$ cat config.mk
export PLATFORM = sky130hd
export DESIGN_NAME = cmp_control
export DESIGN_NICKNAME = d
export VERILOG_FILES = /design/src/hw/cmp_pkg.sv /design/src/hw/cmp_control.sv
export VERILOG_INCLUDE_DIRS = /design/src /design/src/hw
export SDC_FILE = /design/constraint.sdc
export NUM_CORES = 1
export LEC_CHECK = 0
export ABC_CLOCK_PERIOD_IN_PS = 2600
export BUFFER_PORTS_ARGS = -buffer_cell sky130_fd_sc_hd__clkbuf_2
export CAP_MARGIN = 20
export CORE_ASPECT_RATIO = 0.9
export CORE_UTILIZATION = 45
export CTS_CLUSTER_SIZE = 24
export DETAILED_ROUTE_END_ITERATION = 8
export GPL_ROUTABILITY_DRIVEN = 1
export PLACE_DENSITY = 0.85
export SLEW_MARGIN = 10
export SYNTH_ARGS = -nofsm -noshare
export SYNTH_HDL_FRONTEND = slang
export SYNTH_SLANG_ARGS = --single-unit
$ cat constraint.sdc
create_clock -name clk_sys_in -period 2.6 [get_ports clk_sys_in]
set_input_delay 0.65 -clock clk_sys_in [delete_from_list [all_inputs] [get_ports clk_sys_in]]
set_output_delay 0.65 -clock clk_sys_in [all_outputs]
set_load 0.05 [all_outputs]
$ cat src/hw/cmp_regs.svh
// register offsets, field positions and reset values of the comparator control block
`ifndef CMP_REGS_SVH
`define CMP_REGS_SVH

`define CMP_CTRL_OFFSET     8'h00
`define CMP_IRQ_STAT_OFFSET 8'h04
`define CMP_IRQ_CLR_OFFSET  8'h08
`define CMP_IRQ_EN_OFFSET   8'h0c

`define CMP_ENABLE_BIT      15
`define CMP_PIN_EN_BIT      14
`define CMP_INVERT_BIT      13
`define CMP_RESULT_BIT      8
`define CMP_EVENT_POLARITY_HI        7
`define CMP_EVENT_POLARITY_LO        6
`define CMP_POS_SEL_BIT     4
`define CMP_NEG_SEL_HI      1
`define CMP_NEG_SEL_LO      0

`define CMP_EVENT_POLARITY_RESET     2'h3
`define CMP_NEG_SEL_RESET   2'h3

`define CMP_IRQ_EDGE_BIT    0

`endif
$ cat src/hw/cmp_pkg.sv
// types shared by the comparator control block
`default_nettype none
package cmp_pkg;

  typedef enum logic [1:0] {
    CMP_EV_OFF,
    CMP_EV_RISE,
    CMP_EV_FALL,
    CMP_EV_BOTH
  } cmp_event_polarity_e;

  typedef enum logic [1:0] {
    CMP_NEG_PIN_B,
    CMP_NEG_PIN_C,
    CMP_NEG_PIN_D,
    CMP_NEG_FIXED_REF
  } cmp_neg_sel_e;

  // stored control fields
  typedef struct packed {
    logic         enable;
    logic         output_pin_enable;
    logic         output_invert;
    cmp_event_polarity_e   event_polarity;
    logic         positive_input_select;
    cmp_neg_sel_e negative_input_select;
  } cmp_ctrl_s;

  // analog core steering
  typedef struct packed {
    logic         enable;
    logic         positive_input_select;
    cmp_neg_sel_e negative_input_select;
  } cmp_analog_s;

  // ahb-lite slave inputs
  typedef struct packed {
    logic        hsel;
    logic [31:0] haddr;
    logic [1:0]  htrans;
    logic        hwrite;
    logic [2:0]  hsize;
    logic [31:0] hwdata;
    logic        hready;
  } cmp_ahb_in_s;

endpackage : cmp_pkg
`default_nettype wire

$ cat src/hw/cmp_control.sv
// comparator channel control register, output steering and edge interrupt
//
// Added by the designer: the placing of the registers and the AHB-Lite interface to the registers.
`timescale 1ns/10ps
`default_nettype none
`include "cmp_regs.svh"

// Notes on behaviour
// - enable set leaves other fields intact
// - enable clear leaves other fields intact
// - pin enable drives result onto pin
// - invert bit flips presented result
// - inversion also feeds edge detection
// - result bit shows current output
// - polarity field picks off/rise/fall/both
// - positive select picks reference or pin
// - negative select picks b/c/d/fixed reference
// - unimplemented bits read zero, ignore writes
module cmp_control (
  input  wire logic                 clk_sys_in,
  input  wire logic                 rst_in,
  input  wire cmp_pkg::cmp_ahb_in_s ahb_in,
  output logic [31:0]               hrdata_out,
  output logic                      hreadyout_out,
  output logic                      hresp_out,
  input  wire logic                 comparator_raw_in,
  output cmp_pkg::cmp_analog_s      analog_ctrl_out,
  output logic                      result_pin_out,
  output logic                      result_pin_oe_out,
  output logic                      edge_pulse_out,
  output logic                      irq_out
);
  import cmp_pkg::*;

  cmp_ctrl_s   ctrl_q;
  logic        sync1_q;
  logic        sync2_q;
  logic        result_q;
  logic        result_prev_q;
  logic        irq_stat_q;
  logic        irq_en_q;
  logic        dph_valid_q;
  logic        dph_write_q;
  logic [7:0]  dph_addr_q;
  logic        result_now;
  logic        edge_hit;
  logic        wr_ctrl;
  logic        wr_clr;
  logic        wr_en;
  logic        addr_take;
  logic [31:0] rd_word;

  // address phase is taken when selected, non-idle and the bus is ready
  assign addr_take = ahb_in.hsel && ahb_in.htrans[1] && ahb_in.hready;

  always_ff @(posedge clk_sys_in or posedge rst_in) begin
    if (rst_in) begin
      dph_valid_q <= 1'b0;
      dph_write_q <= 1'b0;
      dph_addr_q  <= 8'h00;
    end else if (ahb_in.hready) begin
      dph_valid_q <= addr_take;
      dph_write_q <= ahb_in.hwrite;
      dph_addr_q  <= ahb_in.haddr[7:0];
    end
  end

  assign wr_ctrl = dph_valid_q && dph_write_q && (dph_addr_q == `CMP_CTRL_OFFSET);
  assign wr_clr  = dph_valid_q && dph_write_q && (dph_addr_q == `CMP_IRQ_CLR_OFFSET);
  assign wr_en   = dph_valid_q && dph_write_q && (dph_addr_q == `CMP_IRQ_EN_OFFSET);

  // zero wait states: always ready, always okay
  always_ff @(posedge clk_sys_in or posedge rst_in) begin
    if (rst_in) begin
      hreadyout_out <= 1'b1;
      hresp_out     <= 1'b0;
    end else begin
      hreadyout_out <= 1'b1;
      hresp_out     <= 1'b0;
    end
  end

  // control fields; each write stores every implemented field at once
  always_ff @(posedge clk_sys_in or posedge rst_in) begin
    if (rst_in) begin
      ctrl_q.enable                <= 1'b0;
      ctrl_q.output_pin_enable     <= 1'b0;
      ctrl_q.output_invert         <= 1'b0;
      ctrl_q.event_polarity        <= cmp_event_polarity_e'(`CMP_EVENT_POLARITY_RESET);
      ctrl_q.positive_input_select <= 1'b0;
      ctrl_q.negative_input_select <= cmp_neg_sel_e'(`CMP_NEG_SEL_RESET);
    end else if (wr_ctrl) begin
      ctrl_q.enable                <= ahb_in.hwdata[`CMP_ENABLE_BIT];
      ctrl_q.output_pin_enable     <= ahb_in.hwdata[`CMP_PIN_EN_BIT];
      ctrl_q.output_invert         <= ahb_in.hwdata[`CMP_INVERT_BIT];
      ctrl_q.event_polarity        <=
        cmp_event_polarity_e'(ahb_in.hwdata[`CMP_EVENT_POLARITY_HI:`CMP_EVENT_POLARITY_LO]);
      ctrl_q.positive_input_select <= ahb_in.hwdata[`CMP_POS_SEL_BIT];
      ctrl_q.negative_input_select <=
        cmp_neg_sel_e'(ahb_in.hwdata[`CMP_NEG_SEL_HI:`CMP_NEG_SEL_LO]);
    end
  end

  // analog steering is registered so outputs come straight from flops
  always_ff @(posedge clk_sys_in or posedge rst_in) begin
    if (rst_in) begin
      analog_ctrl_out <= '{enable: 1'b0, positive_input_select: 1'b0,
                           negative_input_select: cmp_neg_sel_e'(`CMP_NEG_SEL_RESET)};
    end else begin
      analog_ctrl_out.enable                <= ctrl_q.enable;
      analog_ctrl_out.positive_input_select <= ctrl_q.positive_input_select;
      analog_ctrl_out.negative_input_select <= ctrl_q.negative_input_select;
    end
  end

  // two-flop synchroniser; the analog output is asynchronous to the bus clock
  always_ff @(posedge clk_sys_in or posedge rst_in) begin
    if (rst_in) begin
      sync1_q <= 1'b0;
      sync2_q <= 1'b0;
    end else begin
      sync1_q <= comparator_raw_in;
      sync2_q <= sync1_q;
    end
  end

  // a disabled comparator reads low before inversion (high when inverted); inversion applied before edge logic
  assign result_now = (sync2_q & ctrl_q.enable) ^ ctrl_q.output_invert;

  always_ff @(posedge clk_sys_in or posedge rst_in) begin
    if (rst_in) begin
      result_q      <= 1'b0;
      result_prev_q <= 1'b0;
    end else begin
      result_q      <= result_now;
      result_prev_q <= result_q;
    end
  end

  // edge qualifier per polarity setting
  always_comb begin
    unique case (ctrl_q.event_polarity)
      CMP_EV_OFF:  edge_hit = 1'b0;
      CMP_EV_RISE: edge_hit = result_q & ~result_prev_q;
      CMP_EV_FALL: edge_hit = ~result_q & result_prev_q;
      CMP_EV_BOTH: edge_hit = result_q ^ result_prev_q;
    endcase
  end

  always_ff @(posedge clk_sys_in or posedge rst_in) begin
    if (rst_in) begin
      edge_pulse_out <= 1'b0;
    end else begin
      edge_pulse_out <= edge_hit;
    end
  end

  // pin drive: a released pin is held low so it is never undefined
  always_ff @(posedge clk_sys_in or posedge rst_in) begin
    if (rst_in) begin
      result_pin_out    <= 1'b0;
      result_pin_oe_out <= 1'b0;
    end else begin
      result_pin_out    <= ctrl_q.output_pin_enable & result_now;
      result_pin_oe_out <= ctrl_q.output_pin_enable;
    end
  end

  // sticky status: a new edge wins over a clear in the same cycle
  always_ff @(posedge clk_sys_in or posedge rst_in) begin
    if (rst_in) begin
      irq_stat_q <= 1'b0;
    end else if (edge_hit) begin
      irq_stat_q <= 1'b1;
    end else if (wr_clr && ahb_in.hwdata[`CMP_IRQ_EDGE_BIT]) begin
      irq_stat_q <= 1'b0;
    end
  end

  always_ff @(posedge clk_sys_in or posedge rst_in) begin
    if (rst_in) begin
      irq_en_q <= 1'b0;
    end else if (wr_en) begin
      irq_en_q <= ahb_in.hwdata[`CMP_IRQ_EDGE_BIT];
    end
  end

  // level interrupt, one cycle behind the status bit
  always_ff @(posedge clk_sys_in or posedge rst_in) begin
    if (rst_in) begin
      irq_out <= 1'b0;
    end else begin
      irq_out <= irq_stat_q & irq_en_q;
    end
  end

  // read mux; unmapped and clear-register reads return zero
  always_comb begin
    rd_word = 32'h0000_0000;
    unique case (ahb_in.haddr[7:0])
      `CMP_CTRL_OFFSET: begin
        rd_word[`CMP_ENABLE_BIT]                 = ctrl_q.enable;
        rd_word[`CMP_PIN_EN_BIT]                 = ctrl_q.output_pin_enable;
        rd_word[`CMP_INVERT_BIT]                 = ctrl_q.output_invert;
        rd_word[`CMP_RESULT_BIT]                 = result_q;
        rd_word[`CMP_EVENT_POLARITY_HI:`CMP_EVENT_POLARITY_LO]     = ctrl_q.event_polarity;
        rd_word[`CMP_POS_SEL_BIT]                = ctrl_q.positive_input_select;
        rd_word[`CMP_NEG_SEL_HI:`CMP_NEG_SEL_LO] = ctrl_q.negative_input_select;
      end
      `CMP_IRQ_STAT_OFFSET: rd_word[`CMP_IRQ_EDGE_BIT] = irq_stat_q;
      `CMP_IRQ_EN_OFFSET:   rd_word[`CMP_IRQ_EDGE_BIT] = irq_en_q;
      default:              rd_word = 32'h0000_0000;
    endcase
  end

  // read data is latched at the address phase and stands in the data phase
  always_ff @(posedge clk_sys_in or posedge rst_in) begin
    if (rst_in) begin
      hrdata_out <= 32'h0000_0000;
    end else if (addr_take && !ahb_in.hwrite) begin
      hrdata_out <= rd_word;
    end
  end

  // checks on the behaviour rules, next to the logic they guard
  property p_enable_write;
    @(posedge clk_sys_in) disable iff (rst_in)
    wr_ctrl |=> (ctrl_q.enable == $past(ahb_in.hwdata[`CMP_ENABLE_BIT]));
  endproperty
  a_enable_write: assert property (p_enable_write)
    else $error("enable bit did not follow write");

  property p_disable_keeps;
    @(posedge clk_sys_in) disable iff (rst_in)
    (wr_ctrl && !ahb_in.hwdata[`CMP_ENABLE_BIT]) |=> ##1 !analog_ctrl_out.enable;
  endproperty
  a_disable_keeps: assert property (p_disable_keeps)
    else $error("analog core not disabled after clear");

  property p_pin_release;
    @(posedge clk_sys_in) disable iff (rst_in)
    !ctrl_q.output_pin_enable |=> !result_pin_oe_out;
  endproperty
  a_pin_release: assert property (p_pin_release)
    else $error("pin driven while disabled");

  property p_pin_value;
    @(posedge clk_sys_in) disable iff (rst_in)
    ctrl_q.output_pin_enable |=> (result_pin_out == $past(result_now));
  endproperty
  a_pin_value: assert property (p_pin_value)
    else $error("pin value wrong");

  // with inversion a falling comparator output must fire a rising-edge request
  property p_invert_flip;
    @(posedge clk_sys_in) disable iff (rst_in)
    (ctrl_q.enable && ctrl_q.output_invert && ctrl_q.event_polarity == CMP_EV_RISE &&
     $stable(ctrl_q) && !wr_ctrl && $fell(sync2_q)) |=> ##1 edge_pulse_out;
  endproperty
  a_invert_flip: assert property (p_invert_flip)
    else $error("inversion not applied to edge path");

  property p_rise_edge;
    @(posedge clk_sys_in) disable iff (rst_in)
    (ctrl_q.event_polarity == CMP_EV_RISE && $rose(result_q)) |=> edge_pulse_out;
  endproperty
  a_rise_edge: assert property (p_rise_edge)
    else $error("rising edge missed");

  property p_off_quiet;
    @(posedge clk_sys_in) disable iff (rst_in)
    (ctrl_q.event_polarity == CMP_EV_OFF) |=> !edge_pulse_out;
  endproperty
  a_off_quiet: assert property (p_off_quiet)
    else $error("edge reported while disabled");

  property p_single_pulse;
    @(posedge clk_sys_in) disable iff (rst_in)
    (edge_pulse_out && $stable(result_q)) |=> !edge_pulse_out;
  endproperty
  a_single_pulse: assert property (p_single_pulse)
    else $error("edge pulse longer than one cycle");

  property p_sel_route;
    @(posedge clk_sys_in) disable iff (rst_in)
    wr_ctrl |=> ##1 (analog_ctrl_out.negative_input_select ==
                     $past(ahb_in.hwdata[`CMP_NEG_SEL_HI:`CMP_NEG_SEL_LO], 2));
  endproperty
  a_sel_route: assert property (p_sel_route)
    else $error("negative select not routed");

  property p_reserved_zero;
    @(posedge clk_sys_in) disable iff (rst_in)
    (addr_take && !ahb_in.hwrite && ahb_in.haddr[7:0] == `CMP_CTRL_OFFSET)
      |=> (hrdata_out[31:16] == 16'h0000 && hrdata_out[12:9] == 4'h0 &&
           !hrdata_out[5] && hrdata_out[3:2] == 2'h0);
  endproperty
  a_reserved_zero: assert property (p_reserved_zero)
    else $error("unimplemented bits read nonzero");

endmodule : cmp_control
`default_nettype wire

==> Word level (Yosys, flattened, before mapping) <==
Cells that the tools add are included.
{ "op_classes": {"add_sub_neg": 0, "n_mul": 0, "n_div": 0, "n_lt_le_gt_ge": 0, "n_eq_ne": 7, "n_shift": 0, "mux": 8, "bitwise_logic": 9, "reduce_logical": 13} }
{ "op_table": {"columns": ["operator", "count"], "rows": [
  ["8-bit by 4-bit == test with 1-bit output (second input constant)", 3],
  ["8-bit zero test", 2],
  ["8-bit by 3-bit == test with 1-bit output (second input constant)", 1],
  ["1-bit logical AND", 8],
  ["3-bit two-way mux", 2],
  ["1-bit AND", 5],
  ["2-bit == test (second input constant)", 2],
  ["1-bit two-way mux", 4],
  ["1-bit one-hot mux with 4 select lines", 1],
  ["1-bit one-hot mux with 3 select lines", 1],
  ["2-bit by 1-bit == test with 1-bit output (second input constant)", 1],
  ["2-bit zero test", 1],
  ["1-bit inverter", 2],
  ["2-bit nonzero test", 1],
  ["1-bit bitwise XOR", 2],
  ["1-bit zero test", 1]
]} }
{ "totals": {"ff_bits": 41, "latchBits": 0, "ramBits": 0, "rom_bits": 0, "inputBits": 75, "out_inout_bits": 42, "word_cells": 60, "mem_count": 0} }

==> Depth between registers and ports, before layout <==
Gate-level depths: netlist (run 1).
{ "logic_depth": {"depth_word": 5, "mapped_depth": 5} }

==> Worst setup path after synthesis (run 1) <==
No wires, ideal clock.
{ "synth_path": {"path_type": "input to register", "start": "input port ahb_in[46] (netlist bit)", "end": "register hrdata_out[8]", "setup_time_ps": 97, "arrival_ps": 1388, "required_time_ps": 2503, "path_slack_ps": 1115, "path_stages": 3, "path_buffers": 0, "path_cell_list": "nor4_1 nand3_1 o31ai_1"} }
{ "synth_between": {"elab_chain_len": 2} }
{ "synth_rtl": {"columns": ["element", "line_no", "text"], "rows": [
  ["start: declaration", "cmp_control.sv:22", "input wire cmp_pkg::cmp_ahb_in_s ahb_in,"],
  ["8-bit zero test", "cmp_control.sv:200", "unique case (ahb_in.haddr[7:0])"],
  ["3-bit two-way mux", "cmp_control.sv:200", null],
  ["end signal: assignment", "cmp_control.sv:221", "hrdata_out <= rd_word;"],
  ["end: declaration", "cmp_control.sv:23", "output logic [31:0] hrdata_out,"]
]} }
No other way between the ends.
A chain may end at the register's enable or synchronous reset.

==> Worst setup path in the final report (run 1) <==
{ "layout_path": {"start": "register analog_ctrl_out[0] (netlist bit)", "end": "output port analog_ctrl_out[0] (netlist bit)"} }
{ "layout_lines": {"columns": ["element", "line_no", "text"], "rows": [
  ["start: declaration", "cmp_control.sv:27", "output cmp_pkg::cmp_analog_s analog_ctrl_out,"],
  ["start signal: assignment", "cmp_control.sv:107", "analog_ctrl_out <= '{enable: 1'b0, positive_input_select: 1'b0,"]
]} }
No word-level cell between the ends.

==> insert_results.sql, run 1 <==
INSERT INTO impl_metrics (metric_group, metric, value, unit) VALUES
('status', 'run_status', 'completed', ''),
('timing', 'highest_clock_frequency_the_design_can_meet', '581', 'MHz'),
('die', 'die_height', '61.9', 'um'),
('clocking', 'tritoncts_num_sinks', '41', ''),
('die', 'num_io_pins', '117', ''),
('pwr', 'power_frac_seq', '0.527', ''),
('pwr', 'net-switching-power', '390', 'uW'),
('worst_setup_path', 'regToRegStartpoint', 'dph_addr_q[5]', ''),
('timing', 'grt_setup_unrepaired', 'no', ''),
('worst_setup_path', 'crit_start_category', 'register', ''),
('run', 'drv.max_cap_violation_count', '0', ''),
('clocking', 'cts_resized', '0', ''),
('synthesis', 'post_synth_instance_area', '1800', 'um^2'),
('clocking', 'clkSlewWorstSetupHoldPaths', '0.07', 'ns'),
('synthesis', 'yosysTopAreaCellShare', '0.487', ''),
('clocking', 'cts_tree', 'done', ''),
('pwr', 'power_density', '658', 'nW/um^2'),
('timing', 'tightest_slew', '0.507', 'ns'),
('timing', 'final_max_slew_viol_count', '0', ''),
('routing', 'num_vias', '1123', ''),
('worst_setup_path', 'worstSetupEndpointType', 'output port', ''),
('synthesis', 'ys_top_cells_by_area', 'dfrtp_1 49%, mux2_2 12%, buf_4 10%', ''),
('synthesis', 'synth_top_flop_cell', 'dfrtp_1', ''),
('routing', 'drc', '0', ''),
('pwr', 'internal-power', '951', 'uW'),
('finish', 'stdcell_count', '237', ''),
('finish', 'post_route_cells_drive_above_1_share', '0.387', ''),
('placed_design', 'detailed_placement_wirelength_estimate', '2210', 'um'),
('global_route', 'grt_start_max_net_pins', '42', ''),
('timing', 'timing.final.hold_violations', '0', ''),
('synthesis', 'most_area_hungry_cell_type_in_the_yosys_netlist', 'dfrtp_1', ''),
('global_route', 'gr-total-overflow', '0', ''),
('clocking', 'cts_max_path_buffers', '2', ''),
('timing', 'clock_skew', '0.00805', 'ns'),
('synthesis', 'postSynthCellCount', '147', ''),
('timing', 'worst_slew_margin_rel', '0.662', ''),
('die', 'die_width', '68.6', 'um'),
('timing', 'period_share', '0.662', ''),
('routing', 'wl_per_cell', '12.8', 'um'),
('synthesis', 'yosys_warnings', '0', ''),
('die', 'core', '3760', 'um^2'),
('hold_path', 'hold_path.class', 'register to register', ''),
('placed_design', 'buffer_ports.inserted', '39', ''),
('finish', 'fillCellCount', '317', ''),
('worst_setup_path', 'slowest_stage_delay_cp', '0.52', 'ns'),
('routing', 'drt_first_iter_violations', '63', ''),
('pwr', 'leakage', '0.985', 'nW'),
('worst_setup_path', 'number_of_buffer_and_inverter_instances_along_the_worst_setup_path', '1', ''),
('finish', 'layout.nets', '267', ''),
('worst_setup_path', 'required_worst_endpoint', '1.95', 'ns'),
('worst_setup_path', 'path_depth', '1', ''),
('die', 'die-area', '4250', 'um^2'),
('finish', 'area.growth.synth_to_final', '13.4', '%'),
('synthesis', 'synth_area_per_cell', '12.2', 'um^2'),
('routing', 'totalWireLength', '3040', 'um'),
('synthesis', 'netlist_top_cells_count', '35 x dfrtp_1, 25 x buf_4, 19 x mux2_2, 18 x nand2_1, 9 x o21ai_0', ''),
('pwr', 'power.combinational.fraction', '0.163', ''),
('pwr', 'clock_power_share', '0.309', ''),
('routing', 'vias_per_cell', '4.74', ''),
('placed_design', 'routabilityCongestion', '0.768', ''),
('pwr', 'peakVddDrop', '252', 'uV'),
('global_route', 'grt_pass1_vias', '1021', ''),
('routing', 'drtAntennaViolNets', '0', ''),
('synthesis', 'sequential_cell_area_fraction_in_the_yosys_report', '0.575', ''),
('worst_setup_path', 'timing.setup.critical_path_class', 'register to output port', ''),
('synthesis', 'yosys.cell_count.top_type', 'dfrtp_1', ''),
('global_route', 'wire_length_of_the_first_global_routing_pass', '4690', 'um'),
('timing', 'setup_viol', '0', ''),
('synthesis', 'synth_enable_flop_cells', '0', ''),
('clocking', 'cts_bufs_inserted', '5', ''),
('global_route', 'gr-usage-all-layers', '0.163', '');
-- metrics by stage --
step	worst slack, ns	instance area (um^2)	total power [mW]	util	hold slack (ns)
after floorplan	1.01	1880	0.918	-	0.331
after global placement	0.774	1950	0.931	0.518	0.333
after detailed placement	0.773	1950	0.939	0.518	0.336
after CTS	0.867	2040	1.35	0.542	0.351
after global routing	0.828	2040	1.41	0.542	0.360
final	0.879	2040	1.34	0.542	0.351
-- cells in the final DEF, fill, tap and decap left out --
cell type   n
a21o_1      1
a221o_1     1
a22oi_1     1
and2_1      2
and4b_1     1
and4bb_2    1
buf_4       1
clkbuf_1    2
clkbuf_2   39
clkbuf_8    6
conb_1     25
dfrtp_1    35
dfstp_2     6
ha_1        2
inv_1       5
mux2_2     19
mux2i_1     1
nand2_1    18
nand3_1     3
nand3_4     1
nand4_1     2
nand4b_1    1
nor2_1      4
nor2b_1     1
nor4_1      1
nor4_4      1
o21ai_0     9
o31ai_1     1
xnor2_1     1
-- worst max path at each step --
stage                       start                 end  slack [ns]
2_1_floorplan              rst_in  analog_ctrl_out[2]        1.01
3_3_place_gp           ahb_in[46]       hrdata_out[8]        0.77
3_5_place_dp           ahb_in[46]       hrdata_out[8]        0.77
4_1_cts        analog_ctrl_out[0]  analog_ctrl_out[0]        0.87
5_1_grt        analog_ctrl_out[1]  analog_ctrl_out[1]        0.83
6_report       analog_ctrl_out[0]  analog_ctrl_out[0]        0.88
-- power by group through the flow --
stage | sequential [mW] | combinational (mW) | clock [mW]
6_report | 0.707 | 0.219 | 0.415
5_1_grt | 0.712 | 0.236 | 0.458
4_1_cts | 0.708 | 0.220 | 0.425
3_5_place_dp | 0.719 | 0.220 | 0
3_3_place_gp | 0.717 | 0.215 | 0
2_1_floorplan | 0.749 | 0.169 | 0
-- per-layer routing --
layer / vias up / GRT usage / wire length (um)
met5: - / 0 / 0
met4: 0 / 0.0952 / 59
met3: 8 / 0.0693 / 196
met2: 44 / 0.251 / 1460
met1: 542 / 0.192 / 1320
li1: 529 / - / -
-- worst register-to-register path, stage by stage, from the launching register on --
cell,delay (ns)
dfrtp_1,0.42
nor4_4,0.38
nand3_4,0.21
mux2_2,0.33
-- area by class of cell --
| class | count | area, um^2 | area share |
|---|---|---|---|
| flip-flops and latches | 41 | 1030 | 0.507 |
| multi-input cells | 97 | 634 | 0.311 |
| repair buffers | 40 | 203 | 0.0995 |
| clock buffers | 8 | 90.1 | 0.0442 |
| well taps | 46 | 57.6 | 0.0283 |
| inverters | 5 | 18.8 | 0.00921 |
-- flip-flops by register name (all words and copies together) (netlist names), 4 cells and up --
register and flops:
analog_ctrl_out 4, hrdata_out 9, dph_addr_q 8, ctrl_q 8
-- cell families after synthesis --
logic type      share of synthesized area
other cells                       0.00418
simple gates                        0.114
fa+ha+maj                          0.0139
xor+xnor                          0.00488
flops                               0.575
buf+inv                             0.120
compound gates                     0.0432
mux                                 0.125
Note: power is estimated with default switching activity, not from simulation.
==> run 2, diff against run 1 <==
ABC_CLOCK_PERIOD_IN_PS = 1630   (was 2600)
CORE_UTILIZATION = 42   (was 45)
PLACE_DENSITY = 0.8   (was 0.85)
clock period = 1.63 ns   (was 2.6 ns; I/O delays follow)
==> insert_results.sql, run 2 (synthesis gave the netlist of run 1 again) <==
INSERT INTO impl_metrics (metric_group, metric, value, unit) VALUES
('status', 'run_status', 'complete, but fails checks', ''),
('status', 'violated_checks', 'design-rule violations', ''),
('run', 'drv.max_cap_violation_count', '0', ''),
('worst_setup_path', 'timing.critical_path.max_delay_family', 'flip-flops', ''),
('global_route', 'grt_start_max_net_pins', '42', ''),
('clocking', 'clock_insertion_delay_worst_skew', '0.29', 'ns'),
('clocking', 'tritoncts_num_sinks', '41', ''),
('worst_setup_path', 'number_of_buffer_and_inverter_instances_along_the_worst_setup_path', '1', ''),
('timing', 'worst_slew_margin_rel', '0.662', ''),
('worst_setup_path', 'crit_start_category', 'register', ''),
('die', 'core', '4100', 'um^2'),
('clocking', 'root_buffer', 'clkbuf_8', ''),
('global_route', 'gr-total-overflow', '0', ''),
('routing', 'wl_per_cell', '11.7', 'um'),
('global_route', 'gr-usage-all-layers', '0.141', ''),
('clocking', 'htree_levels', '2', ''),
('timing', 'timing.final.hold_violations', '0', ''),
('finish', 'largest-register', 'hrdata_out', ''),
('hold_path', 'hold_path.class', 'primary input to async pin', ''),
('clocking', 'cts_tree', 'done', ''),
('finish', 'post_route_cells_drive_above_1_share', '0.405', ''),
('worst_setup_path', 'slowest_stage_delay_cp', '0.52', 'ns'),
('finish', 'area.growth.synth_to_final', '16.6', '%'),
('timing', 'fin_setup_tns', '0', 'ns'),
('die', 'num_io_pins', '117', ''),
('routing', 'drt-pass1-iter-count', '5', ''),
('global_route', 'wire_length_of_the_first_global_routing_pass', '4710', 'um'),
('die', 'row_count', '22', ''),
('clocking', 'postCtsSetupRepairBufs', '0', ''),
('worst_setup_path', 'cp_slowest_cell', 'dfstp_2', ''),
('pwr', 'power_density', '1100', 'nW/um^2'),
('timing', 'grt_setup_unrepaired', 'no', ''),
('timing', 'period_share', '0.908', ''),
('pwr', 'leakage', '1.02', 'nW'),
('clocking', 'post_cts_hold_buffer_count', '0', ''),
('placed_design', 'buffer_ports.inserted', '39', ''),
('die', 'die-area', '4540', 'um^2'),
('worst_setup_path', 'timing.setup.critical_path_class', 'register to output port', ''),
('routing', 'drt_first_iter_violations', '54', ''),
('placed_design', 'detailed_placement_wirelength_estimate', '2090', 'um'),
('worst_setup_path', 'worstPathMaxFanout', '1', ''),
('finish', 'largest_register_ff_count', '9', ''),
('routing', 'vias_per_cell', '4.55', ''),
('finish', 'layout_commonest_cell', 'clkbuf_2', ''),
('finish', 'mostFrequentLayoutCells', '39 x clkbuf_2, 35 x dfrtp_1, 25 x conb_1', ''),
('timing', 'period_minus_slack', '1.48', 'ns'),
('timing', 'setup_viol', '0', ''),
('placed_design', 'routabilityCongestion', '0.732', ''),
('pwr', 'peakVddDrop', '628', 'uV'),
('timing', 'final_max_slew_viol_count', '0', ''),
('worst_setup_path', 'cp_cell_sequence', 'clkbuf_2', ''),
('finish', 'final_core_util', '0.511', ''),
('timing', 'highest_clock_frequency_the_design_can_meet', '676', 'MHz'),
('global_route', 'grt_pass1_vias', '996', ''),
('finish', 'num_antenna_cells', '0', ''),
('global_route', 'grt_antenna_before_repair', '0', ''),
('worst_setup_path', 'timing.reg2reg.setup_slack', '0.21', 'ns'),
('finish', 'multi_input_area', '634', 'um^2'),
('routing', 'drc', '10', ''),
('finish', 'largestRegisters', 'hrdata_out (9), ctrl_q (8), dph_addr_q (8)', ''),
('timing', 'clock_skew', '0.00877', 'ns'),
('clocking', 'cts_resized', '0', ''),
('finish', 'fillCellCount', '379', ''),
('die', 'die_width', '70.9', 'um'),
('finish', 'layout.nets', '271', ''),
('worst_setup_path', 'arrival', '1.07', 'ns'),
('routing', 'drtAntennaViolNets', '0', ''),
('timing', 'tightest_slew', '0.506', 'ns'),
('routing', 'num_vias', '1105', ''),
('worst_setup_path', 'worstSetupEndpointType', 'output port', ''),
('die', 'floorplan.initialDensity', '0.438', ''),
('worst_setup_path', 'required_worst_endpoint', '1.22', 'ns'),
('die', 'die_height', '64.1', 'um'),
('routing', 'totalWireLength', '2840', 'um'),
('clocking', 'clkSlewWorstSetupHoldPaths', '0.08', 'ns'),
('finish', 'storage_element_area', '1030', 'um^2'),
('clocking', 'cts_max_path_buffers', '2', ''),
('clocking', 'cts_bufs_inserted', '5', '');
==> run 2: worst paths after layout <==
kind                               startpoint                 end  cells past startpoint
min reg2reg                           sync1_q             sync2_q                      0
min                                    rst_in       dph_addr_q[4]                      3
max                        analog_ctrl_out[0]  analog_ctrl_out[0]                      1
min in group clk_sys_in     comparator_raw_in             sync1_q                      1
max in group asynchronous              rst_in  analog_ctrl_out[1]                      3
max reg2reg                     dph_addr_q[0]           ctrl_q[2]                      3
==> run 2: power breakdown <==
part           total [mW]  switching [mW]  internal (mW)  leakage [nW]
Sequential           1.13          0.0406           1.09         0.493
Combinational       0.349           0.260         0.0887         0.465
Clock               0.835           0.336          0.499        0.0585
Total                2.31           0.637           1.67          1.02
==> run 2: per-layer routing <==
| layer | track usage | up-vias | share of wire |
|---|---|---|---|
| met4 | 0.0600 | 0 | 0.0049 |
| met3 | 0.0536 | 2 | 0.057 |
| met5 | 0 | - | 0 |
| met2 | 0.216 | 35 | 0.51 |
| met1 | 0.178 | 532 | 0.43 |
| li1 | - | 536 | - |
==> run 2: metrics by stage <==
| step | setup WS (ns) | instances | instance area [um^2] | hold slack, ns | total power [mW] |
|---|---|---|---|---|---|
| 2_1_floorplan | 0.286 | 170 | 1880 | 0.331 | 1.46 |
| 3_3_place_gp | 0.125 | 235 | 1980 | 0.337 | 1.49 |
| 3_5_place_dp | 0.108 | 235 | 1980 | 0.346 | 1.50 |
| 4_1_cts | 0.134 | 243 | 2100 | 0.217 | 2.33 |
| 5_1_grt | 0.125 | 243 | 2100 | 0.214 | 2.40 |
| 6_report | 0.151 | 243 | 2100 | 0.210 | 2.31 |
==> run 2: layout make-up <==
class / count / share of cell area
sequential: 41 / 0.493
multi-input combinational: 97 / 0.303
inverter: 5 / 0.00896
clock buffer: 7 / 0.0412
clock inverter: 1 / 0.0143
timing repair buffer: 44 / 0.111
tap: 48 / 0.0287
